==> config.mk <==
export PLATFORM = sky130hd
export DESIGN_NAME = aos_core
export DESIGN_NICKNAME = d
export VERILOG_FILES = /design/src/design/aos_pkg.sv /design/src/design/aos_core.sv /design/src/design/aos_d_alu.sv /design/src/design/aos_a_alu.sv
export SDC_FILE = /design/constraint.sdc
export NUM_CORES = 2
export LEC_CHECK = 0
export BUFFER_PORTS_ARGS = -buffer_cell sky130_fd_sc_hd__buf_2
export CORE_MARGIN = 8
export CORE_UTILIZATION = 61
export CTS_CLUSTER_DIAMETER = 80
export DETAILED_ROUTE_END_ITERATION = 10
export HOLD_SLACK_MARGIN = 0.02
export PLACE_DENSITY = 0.84
export SLEW_MARGIN = 10
export SYNTH_ARGS = -nofsm -noshare
export SYNTH_HDL_FRONTEND = slang
export SYNTH_HIERARCHICAL = 1
export SYNTH_SLANG_ARGS = --single-unit
==> constraint.sdc <==
create_clock -name ref_clk -period 9.15 [get_ports ref_clk]
set_clock_uncertainty 0.2 [all_clocks]
set_input_delay 1.3725 -clock ref_clk [delete_from_list [all_inputs] [get_ports ref_clk]]
set_output_delay 1.3725 -clock ref_clk [all_outputs]
set_load 0.005 [all_outputs]
==> src/design/aos_pkg.sv <==
// Constants and types for the accumulator overflow and saturation block.
// Assumes one core clock; shared by the core and both arithmetic units.
`default_nettype none
package aos_pkg;

    // ****************************************
    // Widths
    // ****************************************
    localparam int ACC_N = 4;
    localparam int MAC_HEADROOM = 256;
    localparam int GUARD_W = $clog2(MAC_HEADROOM);
    localparam int RES_W = 32;
    localparam int ACC_W = RES_W + GUARD_W;
    localparam int A_W = 16;
    localparam int MUL_W = 16;
    localparam int IDX_W = 2;
    localparam int ADDR_W = 6;
    localparam int DATA_W = 32;
    localparam int BE_W = 4;

    // ****************************************
    // Limits and reset values
    // ****************************************
    localparam logic [ACC_W-1:0] ACC_MAX = 40'h7F_FFFF_FFFF;
    localparam logic [ACC_W-1:0] ACC_MIN = 40'h80_0000_0000;
    localparam logic [ACC_W-1:0] ACC_RST = 40'h00_0000_0000;
    localparam logic [A_W-1:0] A_MAX = 16'h7FFF;
    localparam logic [A_W-1:0] A_MIN = 16'h8000;
    localparam logic [A_W-1:0] A_RST = 16'h0000;
    localparam logic [ACC_N-1:0] OVF_RST = 4'h0;
    localparam logic CTRL_RST = 1'h0;
    localparam logic [DATA_W-1:0] RD_ZERO = 32'h0000_0000;

    // ****************************************
    // Register map
    // ****************************************
    localparam logic [ADDR_W-1:0] OFS_CTRL = 6'h00;
    localparam logic [ADDR_W-1:0] OFS_OVF = 6'h04;
    localparam logic [ADDR_W-1:0] OFS_ACC_BASE = 6'h10;
    localparam logic [ADDR_W-1:0] ACC_STRIDE = 6'h08;
    localparam logic [ADDR_W-1:0] HI_OFS = 6'h04;
    localparam int BIT_DATA_UNIT_SATURATE_ENABLE = 0;
    localparam int BIT_ADDRESS_UNIT_SATURATE_ENABLE = 1;
    localparam int BE_LOW = 0;

    typedef enum logic [1:0] {D_LOAD, D_ADD, D_SUB, D_MAC} aos_dop_t;

endpackage
`default_nettype wire

==> src/design/aos_core.sv <==
// Four guarded accumulators with overflow flags and saturation modes.
// Assumes core-issued operations and an Avalon-MM master on one clock.
//
// Functional notes
// - Four accumulators, each with eight guard bits above 32 result bits.
// - Guard bits absorb 256 back-to-back MAC results before overflow.
// - Each accumulator owns a flag, set when its operation overflows.
// - Data-unit saturate enable set: overflowing result written clamped.
// - Accumulator flag sets on data-unit overflow, saturation on or off.
// - Address unit keeps no flags; it clamps overflow when enabled.
// - Clamp goes to nearest limit: address unit 7FFFh above and 8000h below, data unit 7F_FFFF_FFFFh and 80_0000_0000h.
`default_nettype none
module aos_core (
    input wire logic ref_clk,
    input wire logic rst_n,
    input wire logic ce,
    input wire logic [aos_pkg::ADDR_W-1:0] avs_address,
    input wire logic avs_read,
    input wire logic avs_write,
    input wire logic [aos_pkg::DATA_W-1:0] avs_writedata,
    input wire logic [aos_pkg::BE_W-1:0] avs_byteenable,
    output logic [aos_pkg::DATA_W-1:0] avs_readdata,
    output logic avs_waitrequest,
    input wire logic d_op_valid,
    input wire aos_pkg::aos_dop_t d_op_code,
    input wire logic [aos_pkg::IDX_W-1:0] d_op_acc,
    input wire logic [aos_pkg::RES_W-1:0] d_op_data,
    input wire logic [aos_pkg::MUL_W-1:0] d_op_mul_x,
    input wire logic [aos_pkg::MUL_W-1:0] d_op_mul_y,
    input wire logic a_op_valid,
    input wire logic a_op_sub,
    input wire logic [aos_pkg::A_W-1:0] a_op_x,
    input wire logic [aos_pkg::A_W-1:0] a_op_y,
    output logic [aos_pkg::A_W-1:0] a_result,
    output logic a_result_valid,
    output logic [aos_pkg::ACC_W-1:0] accumulator_0,
    output logic [aos_pkg::ACC_W-1:0] accumulator_1,
    output logic [aos_pkg::ACC_W-1:0] accumulator_2,
    output logic [aos_pkg::ACC_W-1:0] accumulator_3,
    output logic [aos_pkg::ACC_N-1:0] ovf_flags,
    output logic data_unit_saturate_enable,
    output logic address_unit_saturate_enable
);
    import aos_pkg::*;

    // ****************************************
    // Decoding helpers
    // ****************************************
    function automatic logic acc_hit(input logic [ADDR_W-1:0] addr,
                                     input int idx, input logic hi);
        logic [ADDR_W-1:0] base;
        base = OFS_ACC_BASE + ADDR_W'(idx) * ACC_STRIDE;
        acc_hit = (addr == (hi ? base + HI_OFS : base));
    endfunction

    function automatic logic fits_res(input logic [ACC_W-1:0] v);
        fits_res = (v[ACC_W-1:RES_W-1] == {(GUARD_W+1){v[RES_W-1]}});
    endfunction

    // ****************************************
    // Bus handshake
    // ****************************************
    logic ack_reg;
    logic ack_next;
    logic bus_req;
    logic bus_wr;
    logic rd_take;
    logic ctrl_wr;
    logic ovf_wr;

    assign bus_req = avs_read | avs_write;
    assign avs_waitrequest = bus_req & ~(ack_reg & ce);
    assign bus_wr = avs_write & ack_reg & ce;
    assign rd_take = avs_read & ~ack_reg & ce;
    assign ctrl_wr = bus_wr & avs_byteenable[BE_LOW] &
                     (avs_address == OFS_CTRL);
    assign ovf_wr = bus_wr & avs_byteenable[BE_LOW] &
                    (avs_address == OFS_OVF);

    always_comb begin
        ack_next = bus_req & ~ack_reg;
    end

    always_ff @(posedge ref_clk) begin
        if (!rst_n) begin
            ack_reg <= 1'h0;
        end else if (ce) begin
            ack_reg <= ack_next;
        end
    end

    // ****************************************
    // Saturation mode control
    // ****************************************
    logic data_unit_saturate_enable_reg;
    logic data_unit_saturate_enable_next;
    logic address_unit_saturate_enable_reg;
    logic address_unit_saturate_enable_next;

    always_comb begin
        data_unit_saturate_enable_next = data_unit_saturate_enable_reg;
        address_unit_saturate_enable_next = address_unit_saturate_enable_reg;
        if (ctrl_wr) begin
            data_unit_saturate_enable_next = avs_writedata[BIT_DATA_UNIT_SATURATE_ENABLE];
            address_unit_saturate_enable_next = avs_writedata[BIT_ADDRESS_UNIT_SATURATE_ENABLE];
        end
    end

    always_ff @(posedge ref_clk) begin
        if (!rst_n) begin
            data_unit_saturate_enable_reg <= CTRL_RST;
            address_unit_saturate_enable_reg <= CTRL_RST;
        end else if (ce) begin
            data_unit_saturate_enable_reg <= data_unit_saturate_enable_next;
            address_unit_saturate_enable_reg <= address_unit_saturate_enable_next;
        end
    end

    assign data_unit_saturate_enable = data_unit_saturate_enable_reg;
    assign address_unit_saturate_enable = address_unit_saturate_enable_reg;

    // ****************************************
    // Data unit
    // ****************************************
    logic [ACC_W-1:0] acc_reg [ACC_N];
    logic [ACC_W-1:0] d_acc_old;
    logic [ACC_W-1:0] d_result;
    logic d_ovf;
    logic d_fire;

    assign d_fire = ce & d_op_valid;
    assign d_acc_old = acc_reg[d_op_acc];

    aos_d_alu u_d_alu (
        .acc_in(d_acc_old),
        .op(d_op_code),
        .operand(d_op_data),
        .mul_x(d_op_mul_x),
        .mul_y(d_op_mul_y),
        .sat_en(data_unit_saturate_enable_reg),
        .result(d_result),
        .overflow(d_ovf)
    );

    // ****************************************
    // Accumulators and overflow flags
    // ****************************************
    logic [ACC_N-1:0] ovf_reg;
    logic [ACC_N-1:0] ovf_clr;
    logic [ACC_N-1:0] ovf_keep;

    assign ovf_clr = ovf_wr ? avs_writedata[ACC_N-1:0] : OVF_RST;
    assign ovf_keep = ovf_reg & ~ovf_clr;

    genvar gi;
    generate
        for (gi = 0; gi < ACC_N; gi++) begin : g_acc
            logic [ACC_W-1:0] acc_next;
            logic ovf_next;
            logic hit;
            assign hit = d_fire & (d_op_acc == IDX_W'(gi));
            always_comb begin
                acc_next = hit ? d_result : acc_reg[gi];
                // Set wins over a same-cycle clear
                ovf_next = ovf_keep[gi] |
                           (hit & d_ovf);
            end
            always_ff @(posedge ref_clk) begin
                if (!rst_n) begin
                    acc_reg[gi] <= ACC_RST;
                    ovf_reg[gi] <= 1'h0;
                end else if (ce) begin
                    acc_reg[gi] <= acc_next;
                    ovf_reg[gi] <= ovf_next;
                end
            end
        end
    endgenerate

    assign accumulator_0 = acc_reg[0];
    assign accumulator_1 = acc_reg[1];
    assign accumulator_2 = acc_reg[2];
    assign accumulator_3 = acc_reg[3];
    assign ovf_flags = ovf_reg;

    // ****************************************
    // Address unit
    // ****************************************
    logic [A_W-1:0] a_sum;
    logic a_ovf;
    logic a_fire;
    logic [A_W-1:0] a_res_reg;
    logic [A_W-1:0] a_res_next;
    logic a_val_reg;
    logic a_val_next;

    assign a_fire = ce & a_op_valid;

    aos_a_alu u_a_alu (
        .x(a_op_x),
        .y(a_op_y),
        .sub(a_op_sub),
        .sat_en(address_unit_saturate_enable_reg),
        .result(a_sum),
        .overflow(a_ovf)
    );

    always_comb begin
        a_res_next = a_op_valid ? a_sum : a_res_reg;
        a_val_next = a_op_valid;
    end

    always_ff @(posedge ref_clk) begin
        if (!rst_n) begin
            a_res_reg <= A_RST;
            a_val_reg <= 1'h0;
        end else if (ce) begin
            a_res_reg <= a_res_next;
            a_val_reg <= a_val_next;
        end
    end

    assign a_result = a_res_reg;
    assign a_result_valid = a_val_reg;

    // ****************************************
    // Read data
    // ****************************************
    logic [DATA_W-1:0] rd_mux;
    logic [DATA_W-1:0] rdata_reg;
    logic [DATA_W-1:0] rdata_next;

    always_comb begin
        rd_mux = RD_ZERO;
        if (avs_address == OFS_CTRL) begin
            rd_mux[BIT_DATA_UNIT_SATURATE_ENABLE] = data_unit_saturate_enable_reg;
            rd_mux[BIT_ADDRESS_UNIT_SATURATE_ENABLE] = address_unit_saturate_enable_reg;
        end else if (avs_address == OFS_OVF) begin
            rd_mux[ACC_N-1:0] = ovf_reg;
        end
        for (int i = 0; i < ACC_N; i++) begin
            if (acc_hit(avs_address, i, 1'h0)) begin
                rd_mux = acc_reg[i][RES_W-1:0];
            end
            if (acc_hit(avs_address, i, 1'h1)) begin
                rd_mux[GUARD_W-1:0] = acc_reg[i][ACC_W-1:RES_W];
            end
        end
        rdata_next = rd_take ? rd_mux : rdata_reg;
    end

    always_ff @(posedge ref_clk) begin
        if (!rst_n) begin
            rdata_reg <= RD_ZERO;
        end else if (ce) begin
            rdata_reg <= rdata_next;
        end
    end

    assign avs_readdata = rdata_reg;
endmodule
`default_nettype wire

==> src/design/aos_d_alu.sv <==
// Data-unit arithmetic on one 40-bit accumulator, with overflow and clamp.
// Assumes the caller registers the result; purely combinational.
`default_nettype none
module aos_d_alu (
    input wire logic [aos_pkg::ACC_W-1:0] acc_in,
    input wire aos_pkg::aos_dop_t op,
    input wire logic [aos_pkg::RES_W-1:0] operand,
    input wire logic [aos_pkg::MUL_W-1:0] mul_x,
    input wire logic [aos_pkg::MUL_W-1:0] mul_y,
    input wire logic sat_en,
    output logic [aos_pkg::ACC_W-1:0] result,
    output logic overflow
);
    import aos_pkg::*;

    logic signed [ACC_W:0] ext_acc;
    logic signed [ACC_W:0] ext_opd;
    logic signed [ACC_W:0] wide;
    logic signed [2*MUL_W-1:0] prod;

    // ****************************************
    // Sum one bit wider than the accumulator
    // ****************************************
    always_comb begin
        prod = $signed(mul_x) * $signed(mul_y);
        ext_acc = {acc_in[ACC_W-1], acc_in};
        ext_opd = (ACC_W+1)'($signed(operand));
        case (op)
            D_LOAD: wide = ext_opd;
            D_ADD: wide = ext_acc + ext_opd;
            D_SUB: wide = ext_acc - ext_opd;
            D_MAC: wide = ext_acc + (ACC_W+1)'(prod);
            default: wide = ext_acc;
        endcase
        overflow = wide[ACC_W] ^ wide[ACC_W-1];
        if (overflow && sat_en) begin
            result = wide[ACC_W] ? ACC_MIN : ACC_MAX;
        end else begin
            result = wide[ACC_W-1:0];
        end
    end

endmodule
`default_nettype wire

==> src/design/aos_a_alu.sv <==
// Address-unit 16-bit add or subtract with optional clamp, no flag kept.
// Assumes the caller registers the result; purely combinational.
`default_nettype none
module aos_a_alu (
    input wire logic [aos_pkg::A_W-1:0] x,
    input wire logic [aos_pkg::A_W-1:0] y,
    input wire logic sub,
    input wire logic sat_en,
    output logic [aos_pkg::A_W-1:0] result,
    output logic overflow
);
    import aos_pkg::*;

    logic signed [A_W:0] wide;

    // ****************************************
    // Sum and clamp
    // ****************************************
    always_comb begin
        if (sub) begin
            wide = $signed({x[A_W-1], x}) - $signed({y[A_W-1], y});
        end else begin
            wide = $signed({x[A_W-1], x}) + $signed({y[A_W-1], y});
        end
        overflow = wide[A_W] ^ wide[A_W-1];
        if (overflow && sat_en) begin
            result = wide[A_W] ? A_MIN : A_MAX;
        end else begin
            result = wide[A_W-1:0];
        end
    end

endmodule
`default_nettype wire

==> After elaboration in Yosys (flattened, before gate mapping) <==
Memories as Yosys holds them, arrays and structs flattened.
Index checks and enable logic that the tools add are counted.
{ "word_totals": {"wordCells": 104, "mem_bits_rw": 160, "memories": 1, "register_bits": 56, "in_bits": 150} }
{ "classes": {"muxes": 30, "reduce_logical": 8, "bitwise": 34, "addsub": 5, "multipliers": 1, "eq_ne": 15} }
{ "memory_table": {"columns": ["name", "words", "width", "rd", "rd_clocked_by_memory_dff", "wr", "line_no", "source"], "rows": [
  ["acc_reg", 4, 40, 5, 0, 4, "aos_core.sv:125", "logic [ACC_W-1:0] acc_reg [ACC_N];"]
]} }
{ "ops": {"columns": ["operator", "n"], "rows": [
  ["2-to-1 mux 40 bit", 10],
  ["case mux 41 bit (4 select lines)", 1],
  ["2-to-1 mux 32 bit", 4],
  ["adder 40 x 32 -> 41 bit", 2],
  ["subtractor 40 x 32 -> 41 bit", 1],
  ["multiplier 16 x 16 -> 32 bit", 1],
  ["2-to-1 mux 16 bit", 2],
  ["2-to-1 mux 8 bit", 4],
  ["== test 6 x 5 -> 1 bit (second input constant)", 4],
  ["== test 6 bit (second input constant)", 4],
  ["bitwise AND 1 bit", 19],
  ["adder 16 x 16 -> 17 bit", 1],
  ["2-to-1 mux 17 bit", 1],
  ["subtractor 16 x 16 -> 17 bit", 1],
  ["OR 1 bit", 9],
  ["== test 2 bit (second input constant)", 4],
  ["2-to-1 mux 4 bit", 2],
  ["== test 6 x 3 -> 1 bit (second input constant)", 1],
  ["zero test 6 bit", 1],
  ["AND reduction 2 bit", 3],
  ["bitwise AND 4 bit", 1],
  ["== test 2 x 1 -> 1 bit (second input constant)", 2],
  ["zero test 2 bit", 2],
  ["2-to-1 mux 1 bit", 4],
  ["other kinds (5)", 9]
]} }

==> Depth between registers and ports, before layout <==
{ "depth": {"depth_word": 11, "ltp_mapped": 29, "ltp_nobuf": 27} }

==> Cells and area by module <==
Netlist, hierarchy kept.
{ "by_module_without_submodules": {"columns": ["module", "instances", "seq_area_each_um2", "cells_per_inst", "area_per_inst_um2"], "rows": [
  ["aos_d_alu", 1, 0.0, 2017, 16677.2],
  ["aos_core", 1, 5925.7, 686, 9848.2],
  ["aos_a_alu", 1, 0.0, 200, 1392.6]
]} }

==> Least setup slack after synthesis <==
OpenSTA, ideal clock, no wires.
{ "synth_path": {"kind": "in2reg", "startpoint": "input d_op_mul_y[1] (netlist name)", "endpoint": "memory acc_reg[0][31] (netlist name), data pin", "path_stages": 25, "setup_slack_ns": 0.678, "arrival_ns": 8.008, "n_path_buf": 3, "setup_ns": 0.264, "cell_sequence": "clkbuf_1 nand2_1 inv_1 fa_1 fa_1 inv_1 fa_1 fa_1 inv_1 fa_1 inv_1 fa_1 inv_1 ha_1 a21o_1 or3_1 o22ai_1 mux2_2 and4b_1 nand3_1 mux2i_2 buf_6 buf_6 o31ai_1 and3_1"} }
{ "synth_lines": {"columns": ["item", "line_no", "source"], "rows": [
  ["from (decl)", "aos_core.sv:29", "input wire logic [aos_pkg::MUL_W-1:0] d_op_mul_y,"],
  ["to (decl)", "aos_core.sv:125", null]
]} }

==> out/metrics.cfg <==
[cts]
clk_pin_slew_worst_paths_ps=70
cts_resized=0
tritoncts=done
cts.sinks=216
ctsRootBufferMaster=clkbuf_16
cts_hold_buf=0
h-tree-depth=1
clk_path_buf_depth=3
cts_buffers=21
postCtsSetupBuffers=0
insertion_delay_ps=530

[min_path]
worstHoldPathCells=2
worstHoldEndpoint=a_result[4]
hp-start=a_result[4]
hp-class=register to register

[floorplanning]
coreArea_sq_um=45300
fp.dieW_um=230
pin_count=366
dieArea_sq_um=52900
rows=78
start_util=0.616
die_h_um=230

[place]
place_hpwl_mm=73.7
place_inst=3748
gp_congestion=0.984
io_buffers=334

[final_layout]
nets=3836
final_common_cell=inv_1
drive_gt1_frac=0.181
fin_cells=3792
syn2layout_area_growth_pct=10.8
layout_common_cells=449 x inv_1, 336 x fa_1, 334 x buf_2, 251 x nand2_1, 178 x ha_1
largest_reg_flops=160

[setup_path]
crit_type=primary input to register
r2r_cells=22
rr_endpoint=acc_reg[0][38]
required_ps=9210
start_kind=primary input
crit_fanout=16
reg2reg_from=acc_reg[2][15]
r2r_setup_slack_ps=1550
cp.arrival_ps=8780
setup.worst_path.end_class=register

[sta]
worst_slew_pin_slew_ps=1210
whs_ps=272
maxSlewViolCount=0
setup-violations-final=0
fmaxAchievable_mhz=115
final.setup.tns_ps=0
rsz0062_at_grt=false
min_period_over_period=0.953
period_needed_ps=8720
finalHoldViolations=0
slew_headroom=0.194

[detailed_routing]
dr.pass1.iters=6
antenna_left=0
viasPerCell=6.31
num_vias=23900
wirelength_mm=91.8
wl_per_cell_um=24.2
drt_iter0_drc=2372
drc=0

[global_routing]
grt-ovfl-total=0
grt_pass1_wl_mm=144
antenna_found_initial=13
grt_usage=0.342
grt_max_degree=101
first_global_vias=25000

[job]
max-cap-violations=0

[synth]
synth_area_sq_um=27900
syn_nets=3567
synth.avg_cell_area_sq_um=9.62
ys_warn_count=6
syn_inst=2902

[run_status]
outcome=finished, final reports clean

-- worst max-delay path, stage by stage --
cell and delay (ps):
buf_2 260, nand2_1 150, inv_1 100, fa_1 480, fa_1 560, inv_1 140, buf_4 200, fa_1 470
inv_1 50, fa_1 500, fa_1 500, inv_1 60, fa_1 490, inv_1 50, ha_1 250, a2111oi_0 380
o21ai_0 180, a221o_1 360, a221o_1 330, a31oi_1 270, buf_4 190, nor2b_1 40, o41ai_1 340, xnor2_1 240
a221oi_1 410, o31ai_1 110, and3_1 260
-- metrics by stage --
step           utilization  cell area [sq um]  setup slack [ps]
2_1_floorplan            -              27900               678
4_1_cts              0.682              30900               588
3_5_place_dp         0.668              30200               102
6_report             0.683              30900               426
5_1_grt              0.683              30900               142
3_3_place_gp         0.668              30200               197
-- how the worst max path moves through the flow --
stage	start	end	slack (ps)
4_1_cts	d_op_mul_y[2]	acc_reg[0][37]	590
3_3_place_gp	d_op_mul_y[5]	acc_reg[2][37]	200
5_1_grt	d_op_mul_y[5]	acc_reg[1][3]	140
2_1_floorplan	d_op_mul_y[1]	acc_reg[0][31]	680
3_5_place_dp	d_op_mul_y[5]	acc_reg[0][37]	100
6_report	d_op_mul_y[2]	acc_reg[0][37]	430
-- cell type report --
class / instances / area (sq um)
Antenna cell: 6 / 15.0
Tap cell: 600 / 751
Sequential cell: 216 / 5930
Inverter: 449 / 1690
Fill cell: 3398 / 14400
Clock buffer: 26 / 544
Multi-Input combinational cell: 2089 / 19700
Timing Repair Buffer: 394 / 2200
Clock inverter: 12 / 121
-- metal layers --
layer  GRT usage  up-vias  part of all wire
li1            -    10400                 -
met1       0.433    11800              0.37
met2       0.567     1485              0.48
met3      0.0825      232              0.11
met4       0.122       12             0.036
met5           0        -           0.00078
Power is left out: the tool's default activity adds up to more than one toggle a clock period on the data nets, which glitch-free logic cannot reach.
